### src/rtl/cfg_hdr_defs.svh
// Constants for the configuration bytes 09h to 0Dh and the master tenure timer
`ifndef CFG_HDR_DEFS_SVH
`define CFG_HDR_DEFS_SVH

// Configuration dword numbers, matched against byte address bits 7:2, low two bits ignored
`define CFG_DW_CLASS      6'h02
`define CFG_DW_LINE       6'h03

// Byte offsets of the fields held by this block
`define CFG_OFF_PROG_IF   8'h09
`define CFG_OFF_SUB_CLASS 8'h0A
`define CFG_OFF_BASE      8'h0B
`define CFG_OFF_LINE_SIZE 8'h0C
`define CFG_OFF_TENURE    8'h0D

// Byte lane of the tenure timer inside dword 0Ch
`define CFG_LANE_TENURE   1

// Reset values
`define LINE_SIZE_RESET   8'h00
`define TENURE_RESET      8'h00
`define CLASS_RESET       24'hFF0000

// Tenure timer field split: bits 7:3 writable, bits 2:0 read as zero
`define TENURE_WR_MSB     7
`define TENURE_WR_LSB     3
`define TENURE_RO_ZERO    3'h0

// Bus commands
`define CMD_MEM_WRITE     4'h7
`define CMD_MEM_WR_INV    4'hF

// Counter steps
`define TENURE_ZERO       8'h00
`define TENURE_STEP       8'h01

`endif

### src/rtl/cfg_hdr_pkg.sv
// Types shared by the configuration header byte block
package cfg_hdr_pkg;

  // Tenure timer phases of one master transaction
  typedef enum logic [1:0] {
    TEN_IDLE,
    TEN_RUN,
    TEN_EXPIRED
  } tenure_state_t;

  // One class code, laid out as it sits at bytes 0Bh..09h
  typedef struct packed {
    logic [7:0] base;
    logic [7:0] sub;
    logic [7:0] prog_if;
  } class_code_t;

endpackage : cfg_hdr_pkg

### src/rtl/class_code_check.sv
// Checks a class code against the table of defined base and sub-class encodings
`timescale 1ns/100ps
`default_nettype none

module class_code_check
  import cfg_hdr_pkg::*;
(
  input  wire logic [23:0] code_i,   // Candidate {base, sub, prog_if}
  output logic             legal_o   // Candidate is a defined encoding
);

  // Entry: {base, sub, highest prog_if, any prog_if allowed}
  localparam int N_ENT = 54;
  localparam logic [24:0] TABLE [N_ENT] = '{
    // Early devices
    {8'h00, 8'h00, 8'h00, 1'b0}, {8'h00, 8'h01, 8'h00, 1'b0},
    // Mass storage, IDE takes any interface byte (see)
    {8'h01, 8'h00, 8'h00, 1'b0}, {8'h01, 8'h01, 8'h00, 1'b1},
    {8'h01, 8'h02, 8'h00, 1'b0}, {8'h01, 8'h03, 8'h00, 1'b0},
    {8'h01, 8'h04, 8'h00, 1'b0}, {8'h01, 8'h80, 8'h00, 1'b0},
    // Network (see)
    {8'h02, 8'h00, 8'h00, 1'b0}, {8'h02, 8'h01, 8'h00, 1'b0},
    {8'h02, 8'h02, 8'h00, 1'b0}, {8'h02, 8'h03, 8'h00, 1'b0},
    {8'h02, 8'h80, 8'h00, 1'b0},
    // Display (see)
    {8'h03, 8'h00, 8'h01, 1'b0}, {8'h03, 8'h01, 8'h00, 1'b0},
    {8'h03, 8'h80, 8'h00, 1'b0},
    // Multimedia and memory (see)
    {8'h04, 8'h00, 8'h00, 1'b0}, {8'h04, 8'h01, 8'h00, 1'b0},
    {8'h04, 8'h80, 8'h00, 1'b0}, {8'h05, 8'h00, 8'h00, 1'b0},
    {8'h05, 8'h01, 8'h00, 1'b0}, {8'h05, 8'h80, 8'h00, 1'b0},
    // Bridges (see)
    {8'h06, 8'h00, 8'h00, 1'b0}, {8'h06, 8'h01, 8'h00, 1'b0},
    {8'h06, 8'h02, 8'h00, 1'b0}, {8'h06, 8'h03, 8'h00, 1'b0},
    {8'h06, 8'h04, 8'h00, 1'b0}, {8'h06, 8'h05, 8'h00, 1'b0},
    {8'h06, 8'h06, 8'h00, 1'b0}, {8'h06, 8'h07, 8'h00, 1'b0},
    {8'h06, 8'h80, 8'h00, 1'b0},
    // Simple communications (see)
    {8'h07, 8'h00, 8'h02, 1'b0}, {8'h07, 8'h01, 8'h02, 1'b0},
    {8'h07, 8'h80, 8'h00, 1'b0},
    // System peripherals (see)
    {8'h08, 8'h00, 8'h02, 1'b0}, {8'h08, 8'h01, 8'h02, 1'b0},
    {8'h08, 8'h02, 8'h02, 1'b0}, {8'h08, 8'h03, 8'h01, 1'b0},
    {8'h08, 8'h80, 8'h00, 1'b0},
    // Input and docking (see)
    {8'h09, 8'h00, 8'h00, 1'b0}, {8'h09, 8'h01, 8'h00, 1'b0},
    {8'h09, 8'h02, 8'h00, 1'b0}, {8'h09, 8'h80, 8'h00, 1'b0},
    {8'h0A, 8'h00, 8'h00, 1'b0}, {8'h0A, 8'h80, 8'h00, 1'b0},
    // Processors (see)
    {8'h0B, 8'h00, 8'h00, 1'b0}, {8'h0B, 8'h01, 8'h00, 1'b0},
    {8'h0B, 8'h02, 8'h00, 1'b0}, {8'h0B, 8'h10, 8'h00, 1'b0},
    {8'h0B, 8'h40, 8'h00, 1'b0},
    // Serial buses (see)
    {8'h0C, 8'h00, 8'h00, 1'b0}, {8'h0C, 8'h01, 8'h00, 1'b0},
    {8'h0C, 8'h02, 8'h00, 1'b0},
    // Unclassified device
    {8'hFF, 8'h00, 8'h00, 1'b0}
  };

  class_code_t      code;      // Candidate split into fields
  logic [N_ENT-1:0] hit;       // One match flag per table entry

  assign code = class_code_t'(code_i);

  // Each entry matches base and sub exactly and bounds the interface byte unless its any flag is set
  for (genvar i = 0; i < N_ENT; i++)
  begin : g_ent
    assign hit[i] = (code.base == TABLE[i][24:17]) && (code.sub == TABLE[i][16:9]) &&
                    (TABLE[i][0] || (code.prog_if <= TABLE[i][8:1]));
  end

  assign legal_o = |hit;

endmodule : class_code_check

`default_nettype wire

### src/rtl/pci_cfg_latency_class_codes.sv
// Configuration bytes 09h..0Dh: class code, line size byte, master tenure timer
//
// Overview of operation
// Line size byte reads zero, ignores writes, never loaded
// Master never issues memory write and invalidate
// Target never cuts bursts at line boundaries
// Tenure timer: bits 7:3 writable, 2:0 zero
// Tenure timer resets zero, optional load from 04Dh
// Nonzero count decrements per clock after grant, frame
// Count above zero: keep transferring without grant
// Count zero, grant gone: finish phase, release bus
// Mass storage sub-class encodings
// Network sub-class encodings, interface zero
// Display sub-class and interface encodings
// Multimedia and memory controller encodings
// Bridge sub-class encodings 00h..07h, 80h
// Serial and parallel port encodings
// System peripheral encodings and interfaces
// Input device and docking station encodings
// Processor sub-class encodings
// Serial bus controller encodings
// Class code bytes 09h..0Bh, base defaults FFh
`timescale 1ns/100ps
`default_nettype none
`include "cfg_hdr_defs.svh"

module pci_cfg_latency_class_codes
  import cfg_hdr_pkg::*;
(
  input  wire logic        core_clk_i,      // PCI clock domain, 250 MHz
  input  wire logic        rstn_i,          // Asynchronous reset, active low
  // Configuration cycle access, one dword per request
  input  wire logic        cfg_rd_i,        // Configuration read strobe
  input  wire logic        cfg_wr_i,        // Configuration write strobe
  input  wire logic [7:0]  cfg_addr_i,      // Byte address, low bits ignored
  input  wire logic [3:0]  cfg_be_i,        // Byte enables, active high
  input  wire logic [31:0] cfg_wdata_i,     // Write data
  output logic [31:0]      cfg_rdata_o,     // Read data, registered
  output logic             cfg_ack_o,       // One-cycle answer to a request
  // Boot load from the non-volatile loader, same clock
  input  wire logic        nv_load_i,       // Pulse: loaded bytes are present
  input  wire logic        nv_valid_i,      // Loaded image passed its check
  input  wire logic [7:0]  nv_tenure_i,     // Byte from offset 04Dh
  input  wire logic [23:0] nv_class_i,      // Bytes from offsets 049h..04Bh
  // Master side
  input  wire logic        gnt_n_i,         // Bus grant pin, active low
  input  wire logic        mst_frame_i,     // Our master drives FRAME#
  input  wire logic        mst_data_ok_i,   // A data phase may end now
  input  wire logic [3:0]  mst_cmd_i,       // Command from the master engine
  output logic [3:0]       mst_cmd_o,       // Command placed on the bus
  output logic             mst_stop_o,      // Master must end its tenure
  output logic             tenure_live_o,   // Tenure count still above zero
  // Target side
  output logic             tgt_line_disc_o, // Disconnect at a line boundary
  // Observed register contents
  output logic [7:0]       tenure_o,        // Programmed tenure value
  output logic [23:0]      class_o,         // Reported class code
  output logic             class_rej_o      // Boot-loaded class was refused
);

  // Grant synchroniser: first stage feeds only the second
  logic gnt_meta_q;                 // First stage
  logic gnt_n_q;                    // Second stage, safe to use

  // Registers
  logic [7:0]    tenure_q;          // Programmed tenure value
  logic [7:0]    tenure_d;
  logic [23:0]   class_q;           // Class code bytes
  logic [23:0]   class_d;
  logic          class_rej_q;       // Last boot load held an undefined code
  logic          class_rej_d;
  logic [7:0]    count_q;           // Running tenure count
  logic [7:0]    count_d;
  tenure_state_t state_q;           // Tenure phase
  tenure_state_t state_d;
  logic          frame_q;           // Frame seen last cycle
  logic          stop_q;            // Registered stop request
  logic          stop_d;
  logic [3:0]    cmd_q;             // Registered bus command
  logic [3:0]    cmd_d;
  logic [31:0]   rdata_q;           // Registered read data
  logic [31:0]   rdata_d;
  logic          ack_q;             // Registered answer
  logic          live_q;            // Tenure count above zero, registered
  logic          live_d;
  logic          line_disc_q;       // Never set: no line tracking

  // Decode
  wire [5:0] dw_sel      = cfg_addr_i[7:2];
  wire       hit_class   = (dw_sel == `CFG_DW_CLASS);
  wire       hit_line    = (dw_sel == `CFG_DW_LINE);
  wire       wr_tenure   = cfg_wr_i && hit_line && cfg_be_i[`CFG_LANE_TENURE];
  wire       boot_ok     = nv_load_i && nv_valid_i;
  wire       class_legal;           // Boot class is a defined encoding
  wire       frame_start = mst_frame_i && !frame_q && !gnt_n_q;
  wire       granted     = !gnt_n_q;
  wire       count_zero  = (count_q == `TENURE_ZERO);

  // Table lookup for a boot-loaded class code
  class_code_check u_class_check (
    .code_i  (nv_class_i),
    .legal_o (class_legal)
  );

  // Tenure register: host write has priority over a late boot load
  always_comb
  begin
    tenure_d = tenure_q;
    if (wr_tenure)
    begin
      // Only bits 7:3 take the write (see)
      tenure_d = {cfg_wdata_i[8 + `TENURE_WR_MSB:8 + `TENURE_WR_LSB], `TENURE_RO_ZERO};
    end
    else if (boot_ok)
    begin
      // Boot load replaces the reset value, same field split (see)
      tenure_d = {nv_tenure_i[`TENURE_WR_MSB:`TENURE_WR_LSB], `TENURE_RO_ZERO};
    end
  end

  // Class code: read only from the bus, boot load only if defined
  always_comb
  begin
    class_d     = class_q;
    class_rej_d = class_rej_q;
    if (boot_ok)
    begin
      // Undefined codes leave the current class code unchanged (see)
      class_rej_d = !class_legal;
      if (class_legal)
      begin
        class_d = nv_class_i;       // Encodings checked by the table (see)
      end
    end
  end

  // Tenure count and phase
  always_comb
  begin
    state_d = state_q;
    count_d = count_q;
    stop_d  = 1'b0;
    unique case (state_q)
      TEN_IDLE:
      begin
        // Start on our own frame while granted (see)
        if (frame_start)
        begin
          count_d = tenure_q;
          state_d = TEN_RUN;
        end
      end
      TEN_RUN:
      begin
        if (!mst_frame_i)
        begin
          state_d = TEN_IDLE;       // Master finished on its own
        end
        else if (!count_zero)
        begin
          count_d = count_q - `TENURE_STEP; // One step per clock (see)
        end
        else if (!granted)
        begin
          state_d = TEN_EXPIRED;    // Expired and grant gone (see)
        end
        // Grant loss before expiry is ignored here (see)
      end
      TEN_EXPIRED:
      begin
        // Hold stop until the master drops its frame (see)
        stop_d = mst_frame_i;
        if (!mst_frame_i)
        begin
          state_d = TEN_IDLE;
        end
      end
    endcase
  end

  // Command filter: invalidate form becomes a plain memory write
  assign cmd_d = (mst_cmd_i == `CMD_MEM_WR_INV) ? `CMD_MEM_WRITE : mst_cmd_i;

  // Live flag taken from the next phase, so the pin leaves a flip-flop with no lag
  assign live_d = (state_d == TEN_RUN) && (count_d != `TENURE_ZERO);

  // Read mux; unmapped dwords read as zero
  always_comb
  begin
    rdata_d = 32'h0000_0000;
    if (hit_class)
    begin
      rdata_d[31:8] = class_q;      // Bytes 09h..0Bh (see)
    end
    else if (hit_line)
    begin
      // Byte 0Ch is constant zero, byte 0Dh the timer (see)
      rdata_d[7:0]  = `LINE_SIZE_RESET;
      rdata_d[15:8] = tenure_q;
    end
  end

  // Grant synchroniser
  always_ff @(posedge core_clk_i or negedge rstn_i)
  begin
    if (!rstn_i)
    begin
      gnt_meta_q <= 1'b1;
      gnt_n_q    <= 1'b1;
    end
    else
    begin
      gnt_meta_q <= gnt_n_i;
      gnt_n_q    <= gnt_meta_q;
    end
  end

  // Register state
  always_ff @(posedge core_clk_i or negedge rstn_i)
  begin
    if (!rstn_i)
    begin
      tenure_q    <= `TENURE_RESET;   // Powers up zero (see)
      class_q     <= `CLASS_RESET;    // Unclassified default (see)
      class_rej_q <= 1'b0;
    end
    else
    begin
      tenure_q    <= tenure_d;
      class_q     <= class_d;
      class_rej_q <= class_rej_d;
    end
  end

  // Master timing state
  always_ff @(posedge core_clk_i or negedge rstn_i)
  begin
    if (!rstn_i)
    begin
      state_q <= TEN_IDLE;
      count_q <= `TENURE_ZERO;
      frame_q <= 1'b0;
      stop_q  <= 1'b0;
      cmd_q   <= `CMD_MEM_WRITE;
      live_q  <= 1'b0;
    end
    else
    begin
      state_q <= state_d;
      count_q <= count_d;
      frame_q <= mst_frame_i;
      stop_q  <= stop_d;
      cmd_q   <= cmd_d;
      live_q  <= live_d;
    end
  end

  // Bus answer and target flag
  always_ff @(posedge core_clk_i or negedge rstn_i)
  begin
    if (!rstn_i)
    begin
      rdata_q     <= 32'h0000_0000;
      ack_q       <= 1'b0;
      line_disc_q <= 1'b0;
    end
    else
    begin
      rdata_q     <= cfg_rd_i ? rdata_d : 32'h0000_0000;
      ack_q       <= cfg_rd_i || cfg_wr_i;
      line_disc_q <= 1'b0;            // No snoop path, so no line cut (see)
    end
  end

  // Outputs, all straight from flip-flops
  assign cfg_rdata_o     = rdata_q;
  assign cfg_ack_o       = ack_q;
  assign mst_cmd_o       = cmd_q;
  assign mst_stop_o      = stop_q;
  assign tenure_live_o   = live_q;
  assign tgt_line_disc_o = line_disc_q;
  assign tenure_o        = tenure_q;
  assign class_o         = class_q;
  assign class_rej_o     = class_rej_q;
endmodule : pci_cfg_latency_class_codes

`default_nettype wire

### config.mk
export PLATFORM = sky130hd
export DESIGN_NAME = pci_cfg_latency_class_codes
export DESIGN_NICKNAME = d
export VERILOG_FILES = /design/src/rtl/cfg_hdr_pkg.sv /design/src/rtl/class_code_check.sv /design/src/rtl/pci_cfg_latency_class_codes.sv
export VERILOG_INCLUDE_DIRS = /design/src /design/src/rtl
export SDC_FILE = /design/constraint.sdc
export NUM_CORES = 1
export LEC_CHECK = 0
export ABC_AREA = 0
export BUFFER_PORTS_ARGS = -buffer_cell sky130_fd_sc_hd__buf_2
export CAP_MARGIN = 10
export CORE_ASPECT_RATIO = 0.8
export CORE_UTILIZATION = 47
export CTS_CLUSTER_DIAMETER = 100
export CTS_CLUSTER_SIZE = 24
export DETAILED_ROUTE_END_ITERATION = 10
export MAX_ROUTING_LAYER = met4
export PLACE_DENSITY = 0.77
export REMOVE_ABC_BUFFERS = 1
export SYNTH_ARGS = -nofsm -noshare
export SYNTH_HDL_FRONTEND = slang
export SYNTH_SLANG_ARGS = --single-unit
export TNS_END_PERCENT = 100
### constraint.sdc
create_clock -name core_clk_i -period 3.35 [get_ports core_clk_i]
set_input_delay 0 -clock core_clk_i [delete_from_list [all_inputs] [get_ports core_clk_i]]
set_output_delay 0 -clock core_clk_i [all_outputs]
set_load 0.005 [all_outputs]
==> qor.csv <==
stage,metric,value,unit
power,p_comb_share,19.8,%
setup_path,r2r_cells,10,
sta,worst_slew_pin_slew,1.00,ns
finish,utilization,66.0,%
finish,layout-drive-gt1-share,31.8,%
setup_path,cp.required,3.58,ns
sta,finalHoldViolCount,0,
clock_network,clock_tree.buffer_depth,2,
power,vdd_drop_max,0.000301,V
setup_path,cp-start-kind,input port,
sta,finalSetupTns,0,ns
finish,regArea,0.00187,mm2
setup_path,endpoint_kind,flop,
drt,vias_per_cell,5.34,
power,switching_share,27.0,%
sta,rsz0062_at_grt,false,
global_routing,grt_pass1_wl,14600,um
clock_network,clkLatencyLatePin,0.34,ns
min_path,hold_depth,2,
sta,slew_violations,0,
floorplan,die_y,80.3,um
power,p_leak,0.00243,uW
yosys,ys_seq_elements,74,
sta,skew,0.00861,ns
sta,max_freq,0.332,GHz
clock_network,htreeDepth,3,
finish,nets,582,
clock_network,clk_pin_slew,0.07,ns
power,clock_power_share,37.3,%
yosys,yosysWarnings,0,
floorplan,initial_utilization,48.7,%
setup_path,arrival,3.25,ns
setup_path,path_class,in -> reg,
drt,dr.first_iter.drc_count,257,
yosys,synth_top_area_share,42.4,%
clock_network,clock_sinks,74,
floorplan,core_area,0.00739,mm2
clock_network,cts_root_buf,clkbuf_8,
yosys,synth_edf_count,0,
drt,firstDrtPassIters,4,
sta,setup_viol,0,
global_routing,grt_overflow_total,0,
floorplan,chipWidth,99.8,um
yosys,yosysUniqueCellTypes,56,
setup_path,reg2reg_setup_slack,0.80,ns
floorplan,dieArea,0.00801,mm2
global_routing,first_global_vias,3002,
floorplan,ios,162,
global_routing,track_usage,24.3,%
yosys,synthFlopType,dfrtp_1,
finish,multi_input_area,0.00156,mm2
power,p_int,1780,uW
yosys,synth_cells,334,
power,power_switching,660,uW
floorplan,rows,28,
yosys,syn_area_per_cell,10.8,um2
yosys,synth.cell_area,0.00360,mm2
placed_design,hpwl,6250,um
clock_network,cts_tree,yes,
placed_design,portBuffers,113,
status,status,completed,
flow_run,maxCapViolCount,0,
drt,final_antenna_net_count,0,
sta,period_share,90.0,%
yosys,ys_seq_area_share,51.9,%
drt,drc,0,
setup_path,crit_path_max_fanout,20,
min_path,hp-class,in -> reg,
yosys,post-synth-top-area-cell,dfrtp_1,
drt,wirelength,9170,um
finish,syn2layout_area_growth,35.6,%
clock_network,postCtsResizedCells,0,
power,p_seq_share,43.0,%
placed_design,finalWeightedCongestion,1.15,
drt,detail_route.wl_per_cell,15.3,um
finish,antennaDiodeCount,0,
sta,holdWs,0.0403,ns
global_routing,antenna_found_initial,0,
clock_network,numCtsBuffers,9,
drt,vias,3191,
sta,layout_min_cycle_time,3.02,ns
global_routing,grt_max_degree,75,
yosys,synth_area_leaders,"dfrtp_1 (42%), dfstp_2 (9.5%), mux2_1 (5.0%)",
power,powerDensity,501,mW/mm2
finish,fill_cells,599,
sta,maxSlewHeadroom,32.9,%
yosys,async_flop_share,100,%
==> placed cells by master (no fill, tap or decap), types with 4 or more instances in the layout <==
cell type and instances:
a21oi_1 13, and2_1 20, and3_1 5, buf_2 112, buf_4 6, bufinv_16 4
clkbuf_8 10, conb_1 12, dfrtp_1 61, dfstp_2 13, dlygate4sd3_1 39, ha_1 5
inv_1 14, mux2_1 16, mux2_2 4, mux2i_1 10, nand2_1 15, nand4_1 10
nor2_1 30, nor3_1 12, nor4_1 10, o21ai_0 9, o31ai_1 4, xnor2_1 4
==> cells in the mapped netlist, drive strengths merged (4+ instances only) <==
cell type  number
clkbuf         10
nor3           12
o31ai           4
inv            14
o21ai           9
nand2          15
mux2i          10
and3            5
a21oi          13
dfrtp          61
dfstp          13
nor2           30
mux2           20
nand4          10
buf            15
xnor2           4
ha              5
nor4           10
and2           20
==> metrics by stage <==
step	std cells	worst slack, ns	cell area (um2)	power, uW
after floorplan	320	0.851	3480	1320
after global placement	543	0.654	4220	1480
after detailed placement	543	0.609	4220	1500
after CTS	598	0.419	4880	2460
after global routing	598	0.290	4880	2580
final	598	0.334	4880	2440
==> kinds of logic after synthesis <==
kind of cell               count (synthesis)  synth area share, %
adders and majority gates                  5                 1.74
buffers and inverters                     39                 5.77
xor gates and xnor gates                   5                 1.22
DFF                                       74                 51.9
and+or+nand+nor                          123                 18.5
other                                      1                0.104
muxes                                     30                 9.04
AOI/OAI and AO/OA                         57                 11.7
==> power groups by stage <==
stage	clock (uW)	sequential [uW]	combinational [uW]
final	911	1050	483
after detailed placement	0	1060	432
after global routing	966	1060	551
after CTS	935	1050	477
after global placement	0	1060	415
after floorplan	0	1050	270
==> worst max-delay path, stage by stage <==
cell and delay, ns:
dlygate4sd3_1 0.53, buf_2 0.17, or4_4 0.54, or4_4 0.45
o22ai_1 0.21, nand4_1 0.26, a41oi_4 0.37, buf_4 0.34
mux2_2 0.37
==> state kept, by name, summed over array words and instances, names as in the netlist, 2 cells and up <==
signal / cells
class_o: 24
cfg_rdata_o: 24
tenure_o: 5
mst_cmd_o: 4
count_q: 8
state_q: 2
==> final cells by class <==
cell class | count | share of cell area, %
clock buffers | 11 | 2.90
clock inverters | 5 | 2.56
inverters | 14 | 1.08
multi-input cells | 232 | 32.1
flip-flops and latches | 74 | 38.3
well taps | 105 | 2.69
repair buffers | 157 | 20.4
==> layer usage <==
| layer | track usage, % | up-vias | wire (um) |
|---|---|---|---|
| li1 | - | 1495 | - |
| met1 | 32.4 | 1509 | 4080 |
| met2 | 36.3 | 167 | 4260 |
| met3 | 5.92 | 20 | 676 |
| met4 | 8.68 | 0 | 149 |
| met5 | - | - | 0 |
==> path summary, 6_finish.rpt <==
check,startpoint,end
worst max-delay path,nv_class_i[10],class_o[1]
worst min-delay path,cfg_addr_i[2],cfg_rdata_o[27]
worst max register to register,count_q[0],tenure_live_o
worst min register to register,gnt_meta_q,gnt_n_q
max in group asynchronous,rstn_i,count_q[2]
min in group asynchronous,rstn_i,cfg_rdata_o[29]
==> what timing repair did <==
action,CTS,global route
buffers inserted,0,0
hold buffers,39,0
endpoints found under the hold margin,93,0
Note: power is estimated with default switching activity, not from simulation.
